$ cat config.mk
export PLATFORM = sky130hd
export DESIGN_NAME = bus_cmd_ctrl
export DESIGN_NICKNAME = d
export VERILOG_FILES = /design/src/rtl/bus_cmd_pkg.sv /design/src/rtl/bus_cmd_ctrl.sv
export SDC_FILE = /design/constraint.sdc
export NUM_CORES = 1
export LEC_CHECK = 0
export BUFFER_PORTS_ARGS = -buffer_cell sky130_fd_sc_hd__buf_2
export CORE_UTILIZATION = 50
export DETAILED_ROUTE_END_ITERATION = 16
export PLACE_DENSITY_LB_ADDON = 0.2
export SKIP_CTS_REPAIR_TIMING = 1
export SYNTH_ARGS = -nofsm -noshare
export SYNTH_HDL_FRONTEND = slang
export SYNTH_SLANG_ARGS = --single-unit
$ cat constraint.sdc
create_clock -name i_sys_clk -period 3.4 [get_ports i_sys_clk]
set_clock_uncertainty 0.2 [all_clocks]
set_input_delay 0 -clock i_sys_clk [delete_from_list [all_inputs] [get_ports i_sys_clk]]
set_output_delay 0 -clock i_sys_clk [all_outputs]
set_load 0.01 [all_outputs]
$ cat src/rtl/bus_cmd_pkg.sv
// Overview of operation
// - After grant goes low, wait the grant-to-command delay before enabling commands.
// - When grant goes high, command drivers float at once, without a clock, except I/O drivers in I/O bus mode.
// - Early I/O write is low earlier than normal write, timed like reads.
// - Early memory write is low ahead of normal write, timed like reads.
// - Address latch strobe is active high; latches capture on its falling edge.
// - Qualifier low forces all commands, transceiver and peripheral enables inactive.
// - Transceiver enable is active high and enables the data transceivers.
// - Direction is high for writes, low for reads.
// - Interrupt acknowledge is active low and requests the vector.
// - Strap high selects I/O bus mode; strap low selects system bus mode.
// - I/O and memory read and write commands are all active low.
// - Shared output is cascade enable when strap low, peripheral enable when high.
// - Status inputs idle high; undriven inputs are held high by pull-ups.
// - Decode 000 ack, 001 I/O read, 100 and 101 memory read.
// - 010 both I/O writes, 110 both memory writes, 011 and 111 nothing.
// - In I/O bus mode, I/O commands and ack ignore grant and start at once.
// - In I/O bus mode, memory commands still wait for grant.
// - Address strobe pulses every cycle and latches status for halt decoding.
// - In system mode, cascade enable asserts before the second acknowledge cycle.
package bus_cmd_pkg;
    localparam logic [2:0] ST_IRQ_ACK = 3'h0;
    localparam logic [2:0] ST_IO_RD = 3'h1;
    localparam logic [2:0] ST_IO_WR = 3'h2;
    localparam logic [2:0] ST_HALT = 3'h3;
    localparam logic [2:0] ST_FETCH = 3'h4;
    localparam logic [2:0] ST_MEM_RD = 3'h5;
    localparam logic [2:0] ST_MEM_WR = 3'h6;
    localparam logic [2:0] ST_PASSIVE = 3'h7;
    // Clock period and grant-to-command least delay, in ns
    localparam int CLK_PERIOD_NS = 40;
    localparam int GRANT_DELAY_NS = 100;
    localparam int GRANT_DELAY_CYC_I = (GRANT_DELAY_NS + CLK_PERIOD_NS - 1) / CLK_PERIOD_NS;
    localparam logic [3:0] GRANT_DELAY_CYC = 4'(GRANT_DELAY_CYC_I);
    typedef enum logic [3:0] {
        PH_IDLE = 4'b0001,
        PH_ALE = 4'b0010,
        PH_CMD = 4'b0100,
        PH_HALT = 4'b1000
    } phase_t;
endpackage : bus_cmd_pkg

$ cat src/rtl/bus_cmd_ctrl.sv
`timescale 1ns/1ps
module bus_cmd_ctrl (
    // Clock and reset
    input wire logic i_sys_clk,
    input wire logic i_rstn,
    // Processor status and straps
    input wire logic [2:0] i_cpu_status_code,
    input wire logic i_io_bus_strap,
    input wire logic i_command_qualifier,
    input wire logic i_bus_grant_n,
    // Command outputs, active low, with three-state enables (low = driving)
    output logic o_mem_read_cmd_n,
    output logic o_mem_write_cmd_n,
    output logic o_early_mem_write_cmd_n,
    output logic o_io_read_cmd_n,
    output logic o_io_write_cmd_n,
    output logic o_early_io_write_cmd_n,
    output logic o_irq_ack_cmd_n,
    output logic o_mem_cmd_oe_n,
    output logic o_io_cmd_oe_n,
    // Control outputs
    output logic o_addr_latch_strobe,
    output logic o_transceiver_enable,
    output logic o_transfer_direction,
    output logic o_cascade_or_periph_enable,
    output logic o_halted
);
    bus_cmd_pkg::phase_t phase;
    bus_cmd_pkg::phase_t next_phase;
    logic [2:0] status_latch;
    logic [2:0] status_q;
    logic [3:0] grant_cnt;
    logic first_ack_seen;
    logic [6:0] cmd_q;
    logic late_q;
    logic ctrl_q;
    logic dir_q;
    logic mce_q;

    // Pin inputs treated synchronous; undriven-high modelled outside
    wire status_active = (i_cpu_status_code != bus_cmd_pkg::ST_PASSIVE);
    wire start_cycle = (status_q == bus_cmd_pkg::ST_PASSIVE) && status_active;
    wire lat_halt = (status_latch == bus_cmd_pkg::ST_HALT);
    wire grant_ok = (grant_cnt >= bus_cmd_pkg::GRANT_DELAY_CYC);
    wire lat_ack = (status_latch == bus_cmd_pkg::ST_IRQ_ACK);
    wire lat_io_rd = (status_latch == bus_cmd_pkg::ST_IO_RD);
    wire lat_io_wr = (status_latch == bus_cmd_pkg::ST_IO_WR);
    wire lat_mem_rd = (status_latch == bus_cmd_pkg::ST_FETCH)
        || (status_latch == bus_cmd_pkg::ST_MEM_RD);
    wire lat_mem_wr = (status_latch == bus_cmd_pkg::ST_MEM_WR);
    wire lat_io_any = lat_ack || lat_io_rd || lat_io_wr;
    // I/O-class commands bypass grant only in I/O bus mode
    wire io_allowed = i_io_bus_strap || grant_ok;
    wire mem_allowed = grant_ok;
    wire cycle_allowed = lat_io_any ? io_allowed : mem_allowed;
    wire in_cmd = (phase == bus_cmd_pkg::PH_CMD);
    wire qual = i_command_qualifier;

    // Command set: early and read strobes start at once, normal writes one cycle later
    wire [6:0] next_cmd;
    assign next_cmd[0] = lat_mem_rd;
    assign next_cmd[1] = lat_mem_wr && late_q;
    assign next_cmd[2] = lat_mem_wr;
    assign next_cmd[3] = lat_io_rd;
    assign next_cmd[4] = lat_io_wr && late_q;
    assign next_cmd[5] = lat_io_wr;
    assign next_cmd[6] = lat_ack;

    always_comb begin
        next_phase = phase;
        case (phase)
            bus_cmd_pkg::PH_IDLE: begin
                if (start_cycle) begin
                    next_phase = bus_cmd_pkg::PH_ALE;
                end
            end
            // Halt cycles get their strobe too, then park in the halt phase
            bus_cmd_pkg::PH_ALE: begin
                if (!status_active) begin
                    next_phase = bus_cmd_pkg::PH_IDLE;
                end else if (lat_halt) begin
                    next_phase = bus_cmd_pkg::PH_HALT;
                end else begin
                    next_phase = bus_cmd_pkg::PH_CMD;
                end
            end
            bus_cmd_pkg::PH_CMD, bus_cmd_pkg::PH_HALT: begin
                if (!status_active) begin
                    next_phase = bus_cmd_pkg::PH_IDLE;
                end
            end
            default: next_phase = bus_cmd_pkg::PH_IDLE;
        endcase
    end

    always_ff @(posedge i_sys_clk or negedge i_rstn) begin
        if (!i_rstn) begin
            phase <= bus_cmd_pkg::PH_IDLE;
            status_q <= 3'h7;
        end else begin
            phase <= next_phase;
            status_q <= i_cpu_status_code;
        end
    end

    // Status latched at each cycle start for halt and command decoding
    always_ff @(posedge i_sys_clk or negedge i_rstn) begin
        if (!i_rstn) begin
            status_latch <= 3'h7;
        end else if (start_cycle) begin
            status_latch <= i_cpu_status_code;
        end
    end

    // Counts cycles since grant went low; resets when grant is withdrawn
    always_ff @(posedge i_sys_clk or negedge i_rstn) begin
        if (!i_rstn) begin
            grant_cnt <= 4'h0;
        end else if (i_bus_grant_n) begin
            grant_cnt <= 4'h0;
        end else if (!grant_ok) begin
            grant_cnt <= grant_cnt + 4'h1;
        end
    end

    // First of two back-to-back acknowledge cycles is tracked for cascade enable
    always_ff @(posedge i_sys_clk or negedge i_rstn) begin
        if (!i_rstn) begin
            first_ack_seen <= 1'b0;
        end else if (start_cycle) begin
            first_ack_seen <= (i_cpu_status_code == bus_cmd_pkg::ST_IRQ_ACK)
                && !first_ack_seen;
        end
    end

    // Command and control registers; release when status returns passive, direction one clock later
    always_ff @(posedge i_sys_clk or negedge i_rstn) begin
        if (!i_rstn) begin
            cmd_q <= 7'h00;
            late_q <= 1'b0;
            ctrl_q <= 1'b0;
            dir_q <= 1'b0;
            mce_q <= 1'b0;
        end else if (in_cmd && status_active && cycle_allowed) begin
            cmd_q <= next_cmd;
            late_q <= 1'b1;
            ctrl_q <= !lat_ack || !first_ack_seen;
            dir_q <= lat_io_wr || lat_mem_wr;
            mce_q <= 1'b0;
        end else begin
            cmd_q <= 7'h00;
            late_q <= 1'b0;
            ctrl_q <= 1'b0;
            dir_q <= in_cmd ? dir_q : 1'b0;
            // Cascade enable for one clock after the strobe of the first acknowledge cycle
            mce_q <= (phase == bus_cmd_pkg::PH_ALE) && lat_ack && first_ack_seen;
        end
    end

    // Gated, active-low command outputs
    assign o_mem_read_cmd_n = !(cmd_q[0] && qual);
    assign o_mem_write_cmd_n = !(cmd_q[1] && qual);
    assign o_early_mem_write_cmd_n = !(cmd_q[2] && qual);
    assign o_io_read_cmd_n = !(cmd_q[3] && qual);
    assign o_io_write_cmd_n = !(cmd_q[4] && qual);
    assign o_early_io_write_cmd_n = !(cmd_q[5] && qual);
    assign o_irq_ack_cmd_n = !(cmd_q[6] && qual);
    // Drivers float combinationally when grant is high, except I/O drivers in I/O bus mode
    assign o_mem_cmd_oe_n = i_bus_grant_n;
    assign o_io_cmd_oe_n = i_bus_grant_n && !i_io_bus_strap;

    // Strobe high for the cycle after status goes active; falling edge latches
    assign o_addr_latch_strobe = (phase == bus_cmd_pkg::PH_ALE);
    wire io_path = i_io_bus_strap && lat_io_any;
    assign o_transceiver_enable = ctrl_q && qual && !io_path;
    assign o_transfer_direction = dir_q;
    assign o_cascade_or_periph_enable = i_io_bus_strap ? (ctrl_q && qual && io_path)
        : mce_q;
    assign o_halted = (phase == bus_cmd_pkg::PH_HALT);
endmodule : bus_cmd_ctrl

* Yosys cells after proc, flatten, opt, wreduce, memory -nomap -nowiden
Cells that the tools add are included.
Storage, ports and cells: word-level logic and storage cells 84, register bits 26
Cells by class: equality and inequality tests 16, order comparisons 1, $add $sub $neg 1, multiplexer cells 15, reductions and logical operators 41
Operators by type and width (count):
- 4-bit 2-to-1 mux | 6
- 1-bit logical AND | 20
- 3-bit equality test, second input constant | 4
- 4-bit case mux with 3 select lines | 1
- 1-bit logical NOT | 11
- 1-bit 2-to-1 mux | 7
- 7-bit 2-to-1 mux | 1
- 3-bit by 2-bit equality test with 1-bit output, second input constant | 2
- 3-bit logical NOT | 2
- 1-bit logical OR | 6
- 2-bit inequality test, second input constant | 3
- 4-bit by 1-bit adder with 4-bit output, second input constant | 1
- 4-bit by 1-bit equality test with 1-bit output, second input constant | 1
- 4-bit by 2-bit equality test with 1-bit output, second input constant | 1
- 4-bit by 3-bit equality test with 1-bit output, second input constant | 1
- 4-bit equality test, second input constant | 1
- 4-bit by 2-bit greater-or-equal comparator with 1-bit output, second input constant | 1
- 3-bit by 1-bit equality test with 1-bit output, second input constant | 1
- 3-bit inequality test, second input constant | 1
- 2-bit by 1-bit inequality test with 1-bit output, second input constant | 1
- 2-bit AND reduction | 1
- 2-bit OR reduction | 1

* Logic depth before layout (Yosys ltp)
Gate-level depths: netlist of the first run.
depth in word-level cells 6, mapped depth 5

* Least setup slack after synthesis of the first run
OpenSTA, ideal clock, no wires.
kind register -> register, start reg grant_cnt[0], end reg cmd_q[4], data arrival time 1.355 ns, library setup time 0.129 ns, required time 3.071 ns, slack 1.716 ns, cell stages (with the launch flop) 6, path through dfrtp_1 > ha_1 > or3_1 > clkbuf_1 > o211ai_4 > nor3_1
Between the ends: word-level cells in the longest chain between the ends 5
RTL lines:
- from (decl) | line bus_cmd_ctrl.sv:32 | logic [3:0] grant_cnt;
- from (signal assigned) | line bus_cmd_ctrl.sv:122 | grant_cnt <= grant_cnt + 4'h1;
- 4-bit by 2-bit greater-or-equal comparator with 1-bit output * | line bus_cmd_ctrl.sv:44 | wire grant_ok = (grant_cnt >= bus_cmd_pkg::GRANT_DELAY_CYC);
- 1-bit logical OR | line bus_cmd_ctrl.sv:53 | wire io_allowed = i_io_bus_strap || grant_ok;
- 1-bit 2-to-1 mux * | line bus_cmd_ctrl.sv:55 | wire cycle_allowed = lat_io_any ? io_allowed : mem_allowed;
- 1-bit logical AND * | line bus_cmd_ctrl.sv:144 | end else if (in_cmd && status_active && cycle_allowed) begin
- 7-bit 2-to-1 mux * | line bus_cmd_ctrl.sv:144
- to (signal assigned) | line bus_cmd_ctrl.sv:145 | cmd_q <= next_cmd;
- to (decl) | line bus_cmd_ctrl.sv:34 | logic [6:0] cmd_q;
Every way passes the cells marked *; elsewhere a longest branch is shown, timed or not. A chain may end at the register's enable or synchronous reset.

==> qor.txt, run 1 <==
Iter 0 DRT Violations: 16
Post-Syn Area: 1120 um^2
Die Wd: 49.4 um
Clock Tree Root: clkbuf_4
WP data required: 3.62 ns
TritonCTS Sinks: 26
TritonCTS Buffers: 3
area share of the largest cell type after synthesis: 0.423
Clock Latency Late Sink: 0.32 ns
IO Count: 22
Area contributors post-synth: dfrtp_1, dfstp_2, nand2_1
initial core utilization: 0.550
Final Hold Vio Count: 0
Yosys Warn Count: 0
DIE AREA: 2440 um^2
status: finished clean
unrepaired setup endpoints after global routing: no
fin crit share: 0.630
hpwl dp: 1.37 mm
GR Overflow Total: 0
# H-tree levels: 1
vias per cell: 5.22
number of global-route vias before repair: 727
Max Freq: 467 MHz
Area growth, synth to finish: 21.5%
non-filler instance count after layout: 159
Startpoint Class: input pin
count of final setup violators: 0
CTS Buffer Depth: 2
initial antenna violation count: 0
placed instance count: 148
via count: 830
Slowest-stage cell, CP: dlygate4sd3_1
Crit path max-delay family: buffers and inverters
Antenna Cells: 0
Leak: 0.000628 uW
nets: 142
Wirelength per Cell: 12.4 um
GRT Util Overall: 0.182
Slew Limit Headroom: 0.569
crit path kind: input pin to async pin
Slew Limit Fails: 0
first-pass GRT wire length: 3.27 mm
post-synthesis sequential area ratio: 0.587
die height: 49.4 um
Syn Inst Count: 104
P per Cell Area: 462 nW/um^2
FP Rows: 16
syn nets: 113
critical path capture point type: async pin
CP dominant cell by count: dlygate4sd3_1
CP Data Arrival Time: 2.36 ns
MaxCap Viol Count: 0
share of layout cells above drive strength 1: 0.280
Reg clk slew, reported paths: 0.14 ns
worst path bufs/invs: 4
core area: 2040 um^2
Total Neg Setup Slack: 0 ns
Yosys cell types: 34
Yosys reg bits: 26
CP max FO: 15
Worst path max stage delay: 1.02 ns
total routed wirelength: 1.97 mm
worst hold path type: input pin to output port
R2R setup slack: 1.64 ns
worst slew pin tran: 0.645 ns
largest net degree at the start of global routing: 27
# DRC: 0
Final Util: 0.669
Port Buf Inserts: 21
drt first pass iters: 4
GP Congestion: 0.749
biggest area consumer among synthesized cells: dfrtp_1
CTS tree: done
Final ANT Viol Nets: 0
Mean Syn Cell Area: 10.8 um^2
min cycle time layout: 2.14 ns
Max VDD drop: 378 uV
critical-path cell list: dlygate4sd3_1, dlygate4sd3_1, buf_2, dlygate4sd3_1
worst reg2reg max path, stage by stage (launching register included):
cell and delay [ns]:
dfrtp_1 0.42, ha_1 0.20, or3_1 0.43, o211ai_4 0.31
nor3_1 0.09
cell usage after synthesis:
cell type	count
a21oi_1	3
a31oi_1	1
and3_1	2
and4_1	1
buf_2	1
buf_4	1
clkbuf_1	2
clkinv_1	1
dfrtp_1	19
dfstp_2	7
ha_1	1
inv_1	2
inv_2	1
mux2i_1	2
nand2_1	17
nand2b_1	2
nand3_1	3
nand4_1	1
nor2_1	12
nor2b_1	4
nor3_1	2
nor4_1	1
nor4b_1	1
nor4b_2	2
nor4b_4	1
o211ai_4	1
o21ai_0	4
o21ai_1	2
o22a_1	1
o22ai_1	1
or3_1	1
or4_1	1
or4b_1	1
xor2_1	2
per-layer routing:
metal | track usage | share of wire | vias to the layer above
met2 | 0.279 | 0.46 | 24
li1 | - | - | 413
met4 | 0.100 | 0.013 | 0
met1 | 0.248 | 0.49 | 389
met3 | 0.0280 | 0.032 | 4
met5 | 0 | 0 | -
power by group:
group / leakage, uW / switching, uW / total (uW) / internal (uW)
combinational: 0.000264 / 38.8 / 68.7 / 29.9
sequential: 0.000336 / 20.7 / 353 / 332
clock: 0.0000279 / 89.6 / 209 / 119
flip-flops by register name, summed over array words and instances, names as in the netlist:
| name | flops |
|---|---|
| first_ack_seen | 1 |
| ctrl_q | 1 |
| o_transfer_direction | 1 |
| status_latch | 3 |
| cmd_q | 7 |
| phase | 4 |
| status_q | 3 |
| mce_q | 1 |
| late_q | 1 |
| grant_cnt | 4 |
cell usage in the layout (no fill, tap or decap), types with 3 or more instances in the layout:
master,synthesis,routed
clkbuf_4,0,3
nand3_1,3,3
nand2_1,17,17
dlygate4sd3_1,0,7
nor2b_1,4,4
nor2_1,12,12
buf_2,1,21
o21ai_0,4,4
dfrtp_1,19,19
dfstp_2,7,7
a21oi_1,3,3
path summary, 6_finish.rpt:
path                                 startpoint                          to  cells past startpoint
worst max-delay path                     i_rstn                      ctrl_q                      4
worst max register to register     grant_cnt[0]                    cmd_q[5]                      4
worst min register to register  status_latch[0]             status_latch[0]                      2
max in group i_sys_clk          status_latch[1]  o_cascade_or_periph_enable                      5
min in group asynchronous                i_rstn                    phase[1]                      3
worst min-delay path             i_io_bus_strap               o_io_cmd_oe_n                      3
through the flow:
| stage | hold slack, ns | power [uW] | cell area (um^2) | setup slack, ns |
|---|---|---|---|---|
| after floorplan | -0.496 | 398 | 1120 | 1.72 |
| after global placement | -0.183 | 419 | 1240 | 1.71 |
| after detailed placement | -0.180 | 420 | 1240 | 1.66 |
| after CTS | -0.555 | 632 | 1290 | 1.54 |
| after global routing | 0.107 | 662 | 1370 | 1.09 |
| final | 0.0879 | 630 | 1370 | 1.26 |
kinds of logic (layout without fill, tap and decap cells):
group                      count (synthesis)  after routing  share of synthesized area
xor gates and xnor gates                   2              2                     0.0156
buffers and inverters                      8             36                     0.0312
AOI/OAI and AO/OA                         13             13                     0.0780
adders and majority gates                  1              1                     0.0111
muxes                                      2              2                     0.0178
and+or+nand+nor                           52             52                      0.259
DFF                                       26             26                      0.587
area by class of cell:
cell class	instances	area, um^2
clock buffer	3	22.5
clock inverter	1	30.0
sequential	26	659
multi-input combinational	70	429
timing repair buffer	28	175
fill	169	677
tap	27	33.8
inverter	4	15.0
(Power assumes the default switching activity.)
==> run 2, diff against run 1 <==
--- a/config.mk
+++ b/config.mk
@@ -5,8 +5,9 @@
 export SDC_FILE = /design/constraint.sdc
 export NUM_CORES = 1
 export LEC_CHECK = 0
+export ABC_AREA = 1
 export BUFFER_PORTS_ARGS = -buffer_cell sky130_fd_sc_hd__buf_2
-export CORE_UTILIZATION = 50
+export CORE_UTILIZATION = 48
 export DETAILED_ROUTE_END_ITERATION = 16
 export PLACE_DENSITY_LB_ADDON = 0.2
 export SKIP_CTS_REPAIR_TIMING = 1
==> constraint.sdc (replaced) <==
create_clock -name i_sys_clk -period 1.85 [get_ports i_sys_clk]
set_clock_uncertainty 0.2 [all_clocks]
set_input_delay 0 -clock i_sys_clk [delete_from_list [all_inputs] [get_ports i_sys_clk]]
set_output_delay 0 -clock i_sys_clk [all_outputs]
set_load 0.01 [all_outputs]
==> run 2 against run 1 <==
  * Count of clock-buffer cells in the layout is 1 higher
  * Final cell count increased by 21%
  * First-iteration DRC count decreased by 44%
  * Sequential share of layout area down 1.5 points
  * Global-route usage hardly changed
  * Synthesized cell count up 30%
  * Largest cell class unchanged
  * Hold slack got worse by 0.086 ns
  * Wire length up 7.7%
  * Critical path type is now register to output port
  * Cell area increased by 3.2%
  * Die area grew 10%
==> qor.txt, run 2 <==
MaxCap Viol Count: 0
Tot Pwr: 1270 uW
# DRC: 0
share of layout cells above drive strength 1: 0.317
placed instance count: 182
CP max FO: 4
sw power: 422 uW
vias per cell: 4.89
Total Neg Setup Slack: 0 ns
Slew Limit Fails: 0
Area growth, synth to finish: 18.0%
nets: 174
initial antenna violation count: 0
syn nets: 144
Startpoint Class: register
P per Cell Area: 905 nW/um^2
non-filler instance count after layout: 192
# H-tree levels: 1
Leak: 0.000723 uW
Wirelength per Cell: 11.1 um
Reg power frac: 0.548
Area contributors post-synth: dfrtp_1, dfstp_2, nand2_1
total routed wirelength: 2.12 mm
Slew Limit Headroom: 0.630
top flop regs: cmd_q: 7 flops, grant_cnt: 4 flops, phase: 4 flops
first-pass GRT wire length: 3.53 mm
min cycle time layout: 1.51 ns
switch share: 0.331
CTS tree: done
worst r2r src: grant_cnt[0]
Slowest-stage cell, CP: dfrtp_1
worst slew pin tran: 0.556 ns
critical-path cell list: nor2_1, nand2_1, inv_1, buf_2
WP data required: 1.65 ns
worst reg-to-reg path cell count: 7
most frequent cell after synthesis: nand2_1
Yosys Warn Count: 0
CP Data Arrival Time: 1.31 ns
GRT Util Overall: 0.182
crit path kind: register to output port
Die Wd: 51.9 um
number of global-route vias before repair: 845
Synth top cells by count: nand2_1, dfrtp_1, inv_1
unrepaired setup endpoints after global routing: no
IO Count: 22
Yosys cell types: 23
Clock Tree Root: clkbuf_4
DIE AREA: 2690 um^2
Biggest register: cmd_q
commonest non-fill, non-tap cell in the layout: nand2_1
biggest area consumer among synthesized cells: dfrtp_1
FP Rows: 17
Final ANT Viol Nets: 0
Post-Syn Area: 1190 um^2
Max VDD drop: 697 uV
largest net degree at the start of global routing: 27
TritonCTS Sinks: 26
via count: 938
Setup crit start: phase[3]
CTS Buffer Depth: 2
Syn Inst Count: 135
core area: 2280 um^2
max FFs per register: 7
Yosys reg bits: 26
GR Overflow Total: 0
Max Freq: 662 MHz
Final Hold Vio Count: 0
Clock Latency Late Sink: 0.31 ns
most frequent cells in the layout: nand2_1, buf_2, inv_1, dfrtp_1, nor2_1
worst hold path type: input pin to async pin
Mean Syn Cell Area: 8.84 um^2
Setup crit end: o_addr_latch_strobe
Reg clk slew, reported paths: 0.13 ns
Iter 0 DRT Violations: 9
R2R setup slack: 0.38 ns
combinational share of power: 0.270
critical path capture point type: output port
P_int: 853 uW
hpwl dp: 1.60 mm
clock power share: 0.183
main flop type after synthesis: dfrtp_1
Post-synth ARST share: 1.00
area share of the largest cell type after synthesis: 0.398
drt first pass iters: 4
count of final setup violators: 0
TritonCTS Buffers: 3
Post-synth EDFFs: 0
r2r endpoint: o_transfer_direction
GP Congestion: 0.869
post-synthesis sequential area ratio: 0.552
fin crit share: 0.817
Port Buf Inserts: 21
initial core utilization: 0.524
Worst path max stage delay: 0.44 ns
Antenna Cells: 0
die height: 51.9 um
status: finished clean
## run 2: cell types whose count changed after synthesis, moves of 3 or more
cell and change:
nor3_2 +3, nand3_2 +3, nand2_1 +10, nand2_2 +6, inv_1 +17, nor2_2 +3
nand3_1 +4, nor2b_1 -4, nor2_1 +6
## run 2: how the worst min path moves through the flow
| stage | start | to | slack [ns] | cells after the start |
|---|---|---|---|---|
| 2_1_floorplan | i_rstn | cmd_q[0] | -0.50 | 0 |
| 3_3_place_gp | i_rstn | cmd_q[5] | -0.18 | 1 |
| 3_5_place_dp | i_rstn | cmd_q[3] | -0.18 | 1 |
| 4_1_cts | i_rstn | cmd_q[1] | -0.53 | 1 |
| 5_1_grt | i_rstn | cmd_q[6] | 0.06 | 2 |
| 6_report | i_rstn | cmd_q[1] | 0.002 | 2 |
## run 2: worst max-delay path: cells and delay by family (launching register included)
family / cells / cell delay (ns)
simple gates: 2 / 0.37
flops: 1 / 0.44
buf+inv: 2 / 0.19
## run 2: metrics by stage
stage | instance area, um^2 | utilization | hold slack (ns) | setup WS [ns]
2_1_floorplan | 1190 | - | -0.496 | 0.506
3_3_place_gp | 1320 | 0.581 | -0.182 | 0.471
3_5_place_dp | 1320 | 0.581 | -0.182 | 0.396
4_1_cts | 1350 | 0.593 | -0.535 | 0.326
5_1_grt | 1410 | 0.619 | 0.0571 | 0.246
6_report | 1410 | 0.619 | 0.00209 | 0.339
## run 2: cells by family (layout without fill, tap and decap cells)
kind of cell / count (synthesis) / in the layout / share of synthesized area
AOI/OAI and AO/OA: 11 / 11 / 0.0482
adders and majority gates: 1 / 1 / 0.0105
buffers and inverters: 24 / 53 / 0.0786
DFF: 26 / 26 / 0.552
and+or+nand+nor: 73 / 73 / 0.310
## run 2: power groups by stage
| stage | Sequential, uW | Combinational [uW] | Clock (uW) |
|---|---|---|---|
| global route | 706 | 399 | 261 |
| finish | 698 | 344 | 233 |
| detailed placement | 709 | 334 | 0 |
| global placement | 706 | 325 | 0 |
| CTS | 698 | 335 | 243 |
| floorplan | 698 | 257 | 0 |
## run 2: routing by layer
metal / GRT usage / wire length, um / vias up
met1: 0.231 / 958 / 439
met5: 0 / 0 / -
met3: 0.0351 / 80 / 2
met2: 0.303 / 1060 / 23
li1: - / - / 474
met4: 0.0676 / 21 / 0
## run 2: layout make-up
class                           instances  area (um^2)
Tap cell                               28         35.0
Clock buffer                            4         26.3
Timing Repair Buffer                   27          165
Multi-Input combinational cell         85          440
Inverter                               22         82.6
Sequential cell                        26          659
Fill cell                             212          867
==> run 3, diff against run 2 <==
--- a/config.mk
+++ b/config.mk
@@ -5,9 +5,9 @@
 export SDC_FILE = /design/constraint.sdc
 export NUM_CORES = 1
 export LEC_CHECK = 0
-export ABC_AREA = 1
+export ABC_AREA = 0
 export BUFFER_PORTS_ARGS = -buffer_cell sky130_fd_sc_hd__buf_2
-export CORE_UTILIZATION = 48
+export CORE_UTILIZATION = 50
 export DETAILED_ROUTE_END_ITERATION = 16
 export PLACE_DENSITY_LB_ADDON = 0.2
 export SKIP_CTS_REPAIR_TIMING = 1
==> constraint.sdc (replaced) <==
create_clock -name i_sys_clk -period 1.6 [get_ports i_sys_clk]
set_clock_uncertainty 0.2 [all_clocks]
set_input_delay 0 -clock i_sys_clk [delete_from_list [all_inputs] [get_ports i_sys_clk]]
set_output_delay 0 -clock i_sys_clk [all_outputs]
set_load 0.01 [all_outputs]
==> run 3 against run 2 <==
  * The flow now finishes with violations (negative hold slack, negative setup slack)
  * Sequential share of layout area down 2.0 points
  * Hold slack got worse by 0.020 ns
  * First-iteration DRC count increased by 89%
  * Register-to-register slack worse by 0.40 ns
  * Clock power is 40% higher
  * Critical path depth did not move
  * Largest cell class unchanged
  * Highest routed layer unchanged
==> qor.txt, run 3 (synthesized netlist as in run 1, its figures left out) <==
Wirelength per Cell: 12.9 um
via count: 853
Die Wd: 49.4 um
# H-tree levels: 1
Reg clk slew, reported paths: 0.14 ns
count of final setup violators: 7
failing checks: negative hold slack, negative setup slack
top flop regs: cmd_q: 7 flops, grant_cnt: 4 flops, phase: 4 flops
commonest non-fill, non-tap cell in the layout: buf_2
Area growth, synth to finish: 31.6%
Final Worst Setup Slack: -0.0240 ns
initial core utilization: 0.550
fin crit share: 1.02
Clock Tree Root: clkbuf_4
hpwl dp: 1.46 mm
Leak: 0.000667 uW
Reg power frac: 0.562
min cycle time layout: 1.62 ns
Iter 0 DRT Violations: 17
Total Neg Setup Slack: -0.106 ns
unrepaired setup endpoints after global routing: yes
Biggest register: cmd_q
critical path capture point type: register
core area: 2040 um^2
# DRC: 0
WP data required: 1.61 ns
combinational share of power: 0.187
drt first pass iters: 4
clock power share: 0.251
CP Data Arrival Time: 1.64 ns
total routed wirelength: 2.17 mm
Fin Hold WS: -0.0178 ns
CP max FO: 6
TritonCTS Buffers: 3
nets: 151
CTS tree: done
Slew Limit Fails: 0
DIE AREA: 2440 um^2
most frequent cells in the layout: buf_2, nand2_1, dfrtp_1
GRT Util Overall: 0.200
switch share: 0.258
MaxCap Viol Count: 0
DP Area: 1310 um^2
largest net degree at the start of global routing: 27
Clock Latency Late Sink: 0.32 ns
die height: 49.4 um
max FFs per register: 7
sw power: 335 uW
CTS Buffer Depth: 2
worst slew pin tran: 0.558 ns
number of global-route vias before repair: 802
worst slack, placed: -0.0275 ns
Max VDD drop: 658 uV
FP Rows: 16
Final Hold Vio Count: 19
first-pass GRT wire length: 3.68 mm
TritonCTS Sinks: 26
status: finished with violations
crit path kind: register to register
IO Count: 22
Startpoint Class: register
Final Cell Area: 1480 um^2
initial antenna violation count: 0
Max Freq: 616 MHz
GR Overflow Total: 0
GP Congestion: 0.772
Port Buf Inserts: 21
vias per cell: 5.08
Slew Limit Headroom: 0.628
worst hold path type: input pin to async pin
Final ANT Viol Nets: 0
P per Cell Area: 878 nW/um^2
FILL cells: 150
Antenna Cells: 0
P_int: 963 uW
share of layout cells above drive strength 1: 0.426
Final Util: 0.724
## run 3: cell types whose count changed in the layout (fill, tap and decap cells not counted), sizes merged, moves of 3 or more
cell / previous run / this run
nand2: 34 / 17
nor4b: 0 / 4
nor2: 23 / 12
buf: 21 / 32
nor2b: 0 / 4
nand3: 10 / 3
nor3: 5 / 2
inv: 22 / 4
## run 3: area by class of cell
cell class                      instances  area (um^2)  area share
Sequential cell                        26          663       0.448
Multi-Input combinational cell         70          477       0.322
Clock buffer                            4         36.3      0.0245
Timing Repair Buffer                   37          254       0.172
Inverter                                4         15.0      0.0102
Tap cell                               27         33.8      0.0228
## run 3: worst paths after layout
check | from | to | slack, ns | cells after the start
setup / recovery | grant_cnt[0] | cmd_q[5] | -0.02 | 4
hold reg to reg | late_q | cmd_q[1] | 0.31 | 2
min in group i_sys_clk | i_io_bus_strap | o_io_cmd_oe_n | 0.10 | 3
max in group asynchronous | i_rstn | phase[3] | 0.81 | 2
setup reg to reg | grant_cnt[0] | cmd_q[5] | -0.02 | 4
hold / removal | i_rstn | grant_cnt[3] | -0.02 | 2
## run 3: per-layer routing
layer	wire [um]	share of wire	global-route usage	vias up
li1	-	-	-	429
met1	1030	0.48	0.289	403
met2	1030	0.48	0.308	17
met3	61	0.028	0.0187	4
met4	42	0.019	0.0857	0
met5	0	0	0	-
## run 3: power by group through the flow
stage / logic [uW] / registers [uW] / clock network (uW)
after floorplan: 109 / 742 / 0
after CTS: 200 / 726 / 334
after global placement: 192 / 736 / 0
after global routing: 273 / 736 / 355
after detailed placement: 198 / 738 / 0
final: 243 / 730 / 326
## run 3: stage by stage
step | std cells | power (uW)
2_1_floorplan | 104 | 852
3_3_place_gp | 156 | 928
3_5_place_dp | 156 | 936
4_1_cts | 160 | 1260
5_1_grt | 168 | 1360
6_report | 168 | 1300
## run 3: worst max-delay path, cell delays in order (launching register included)
cell,delay [ns]
dfrtp_1,0.42
ha_2,0.19
or3_4,0.36
o211ai_4,0.26
nor3_1,0.09
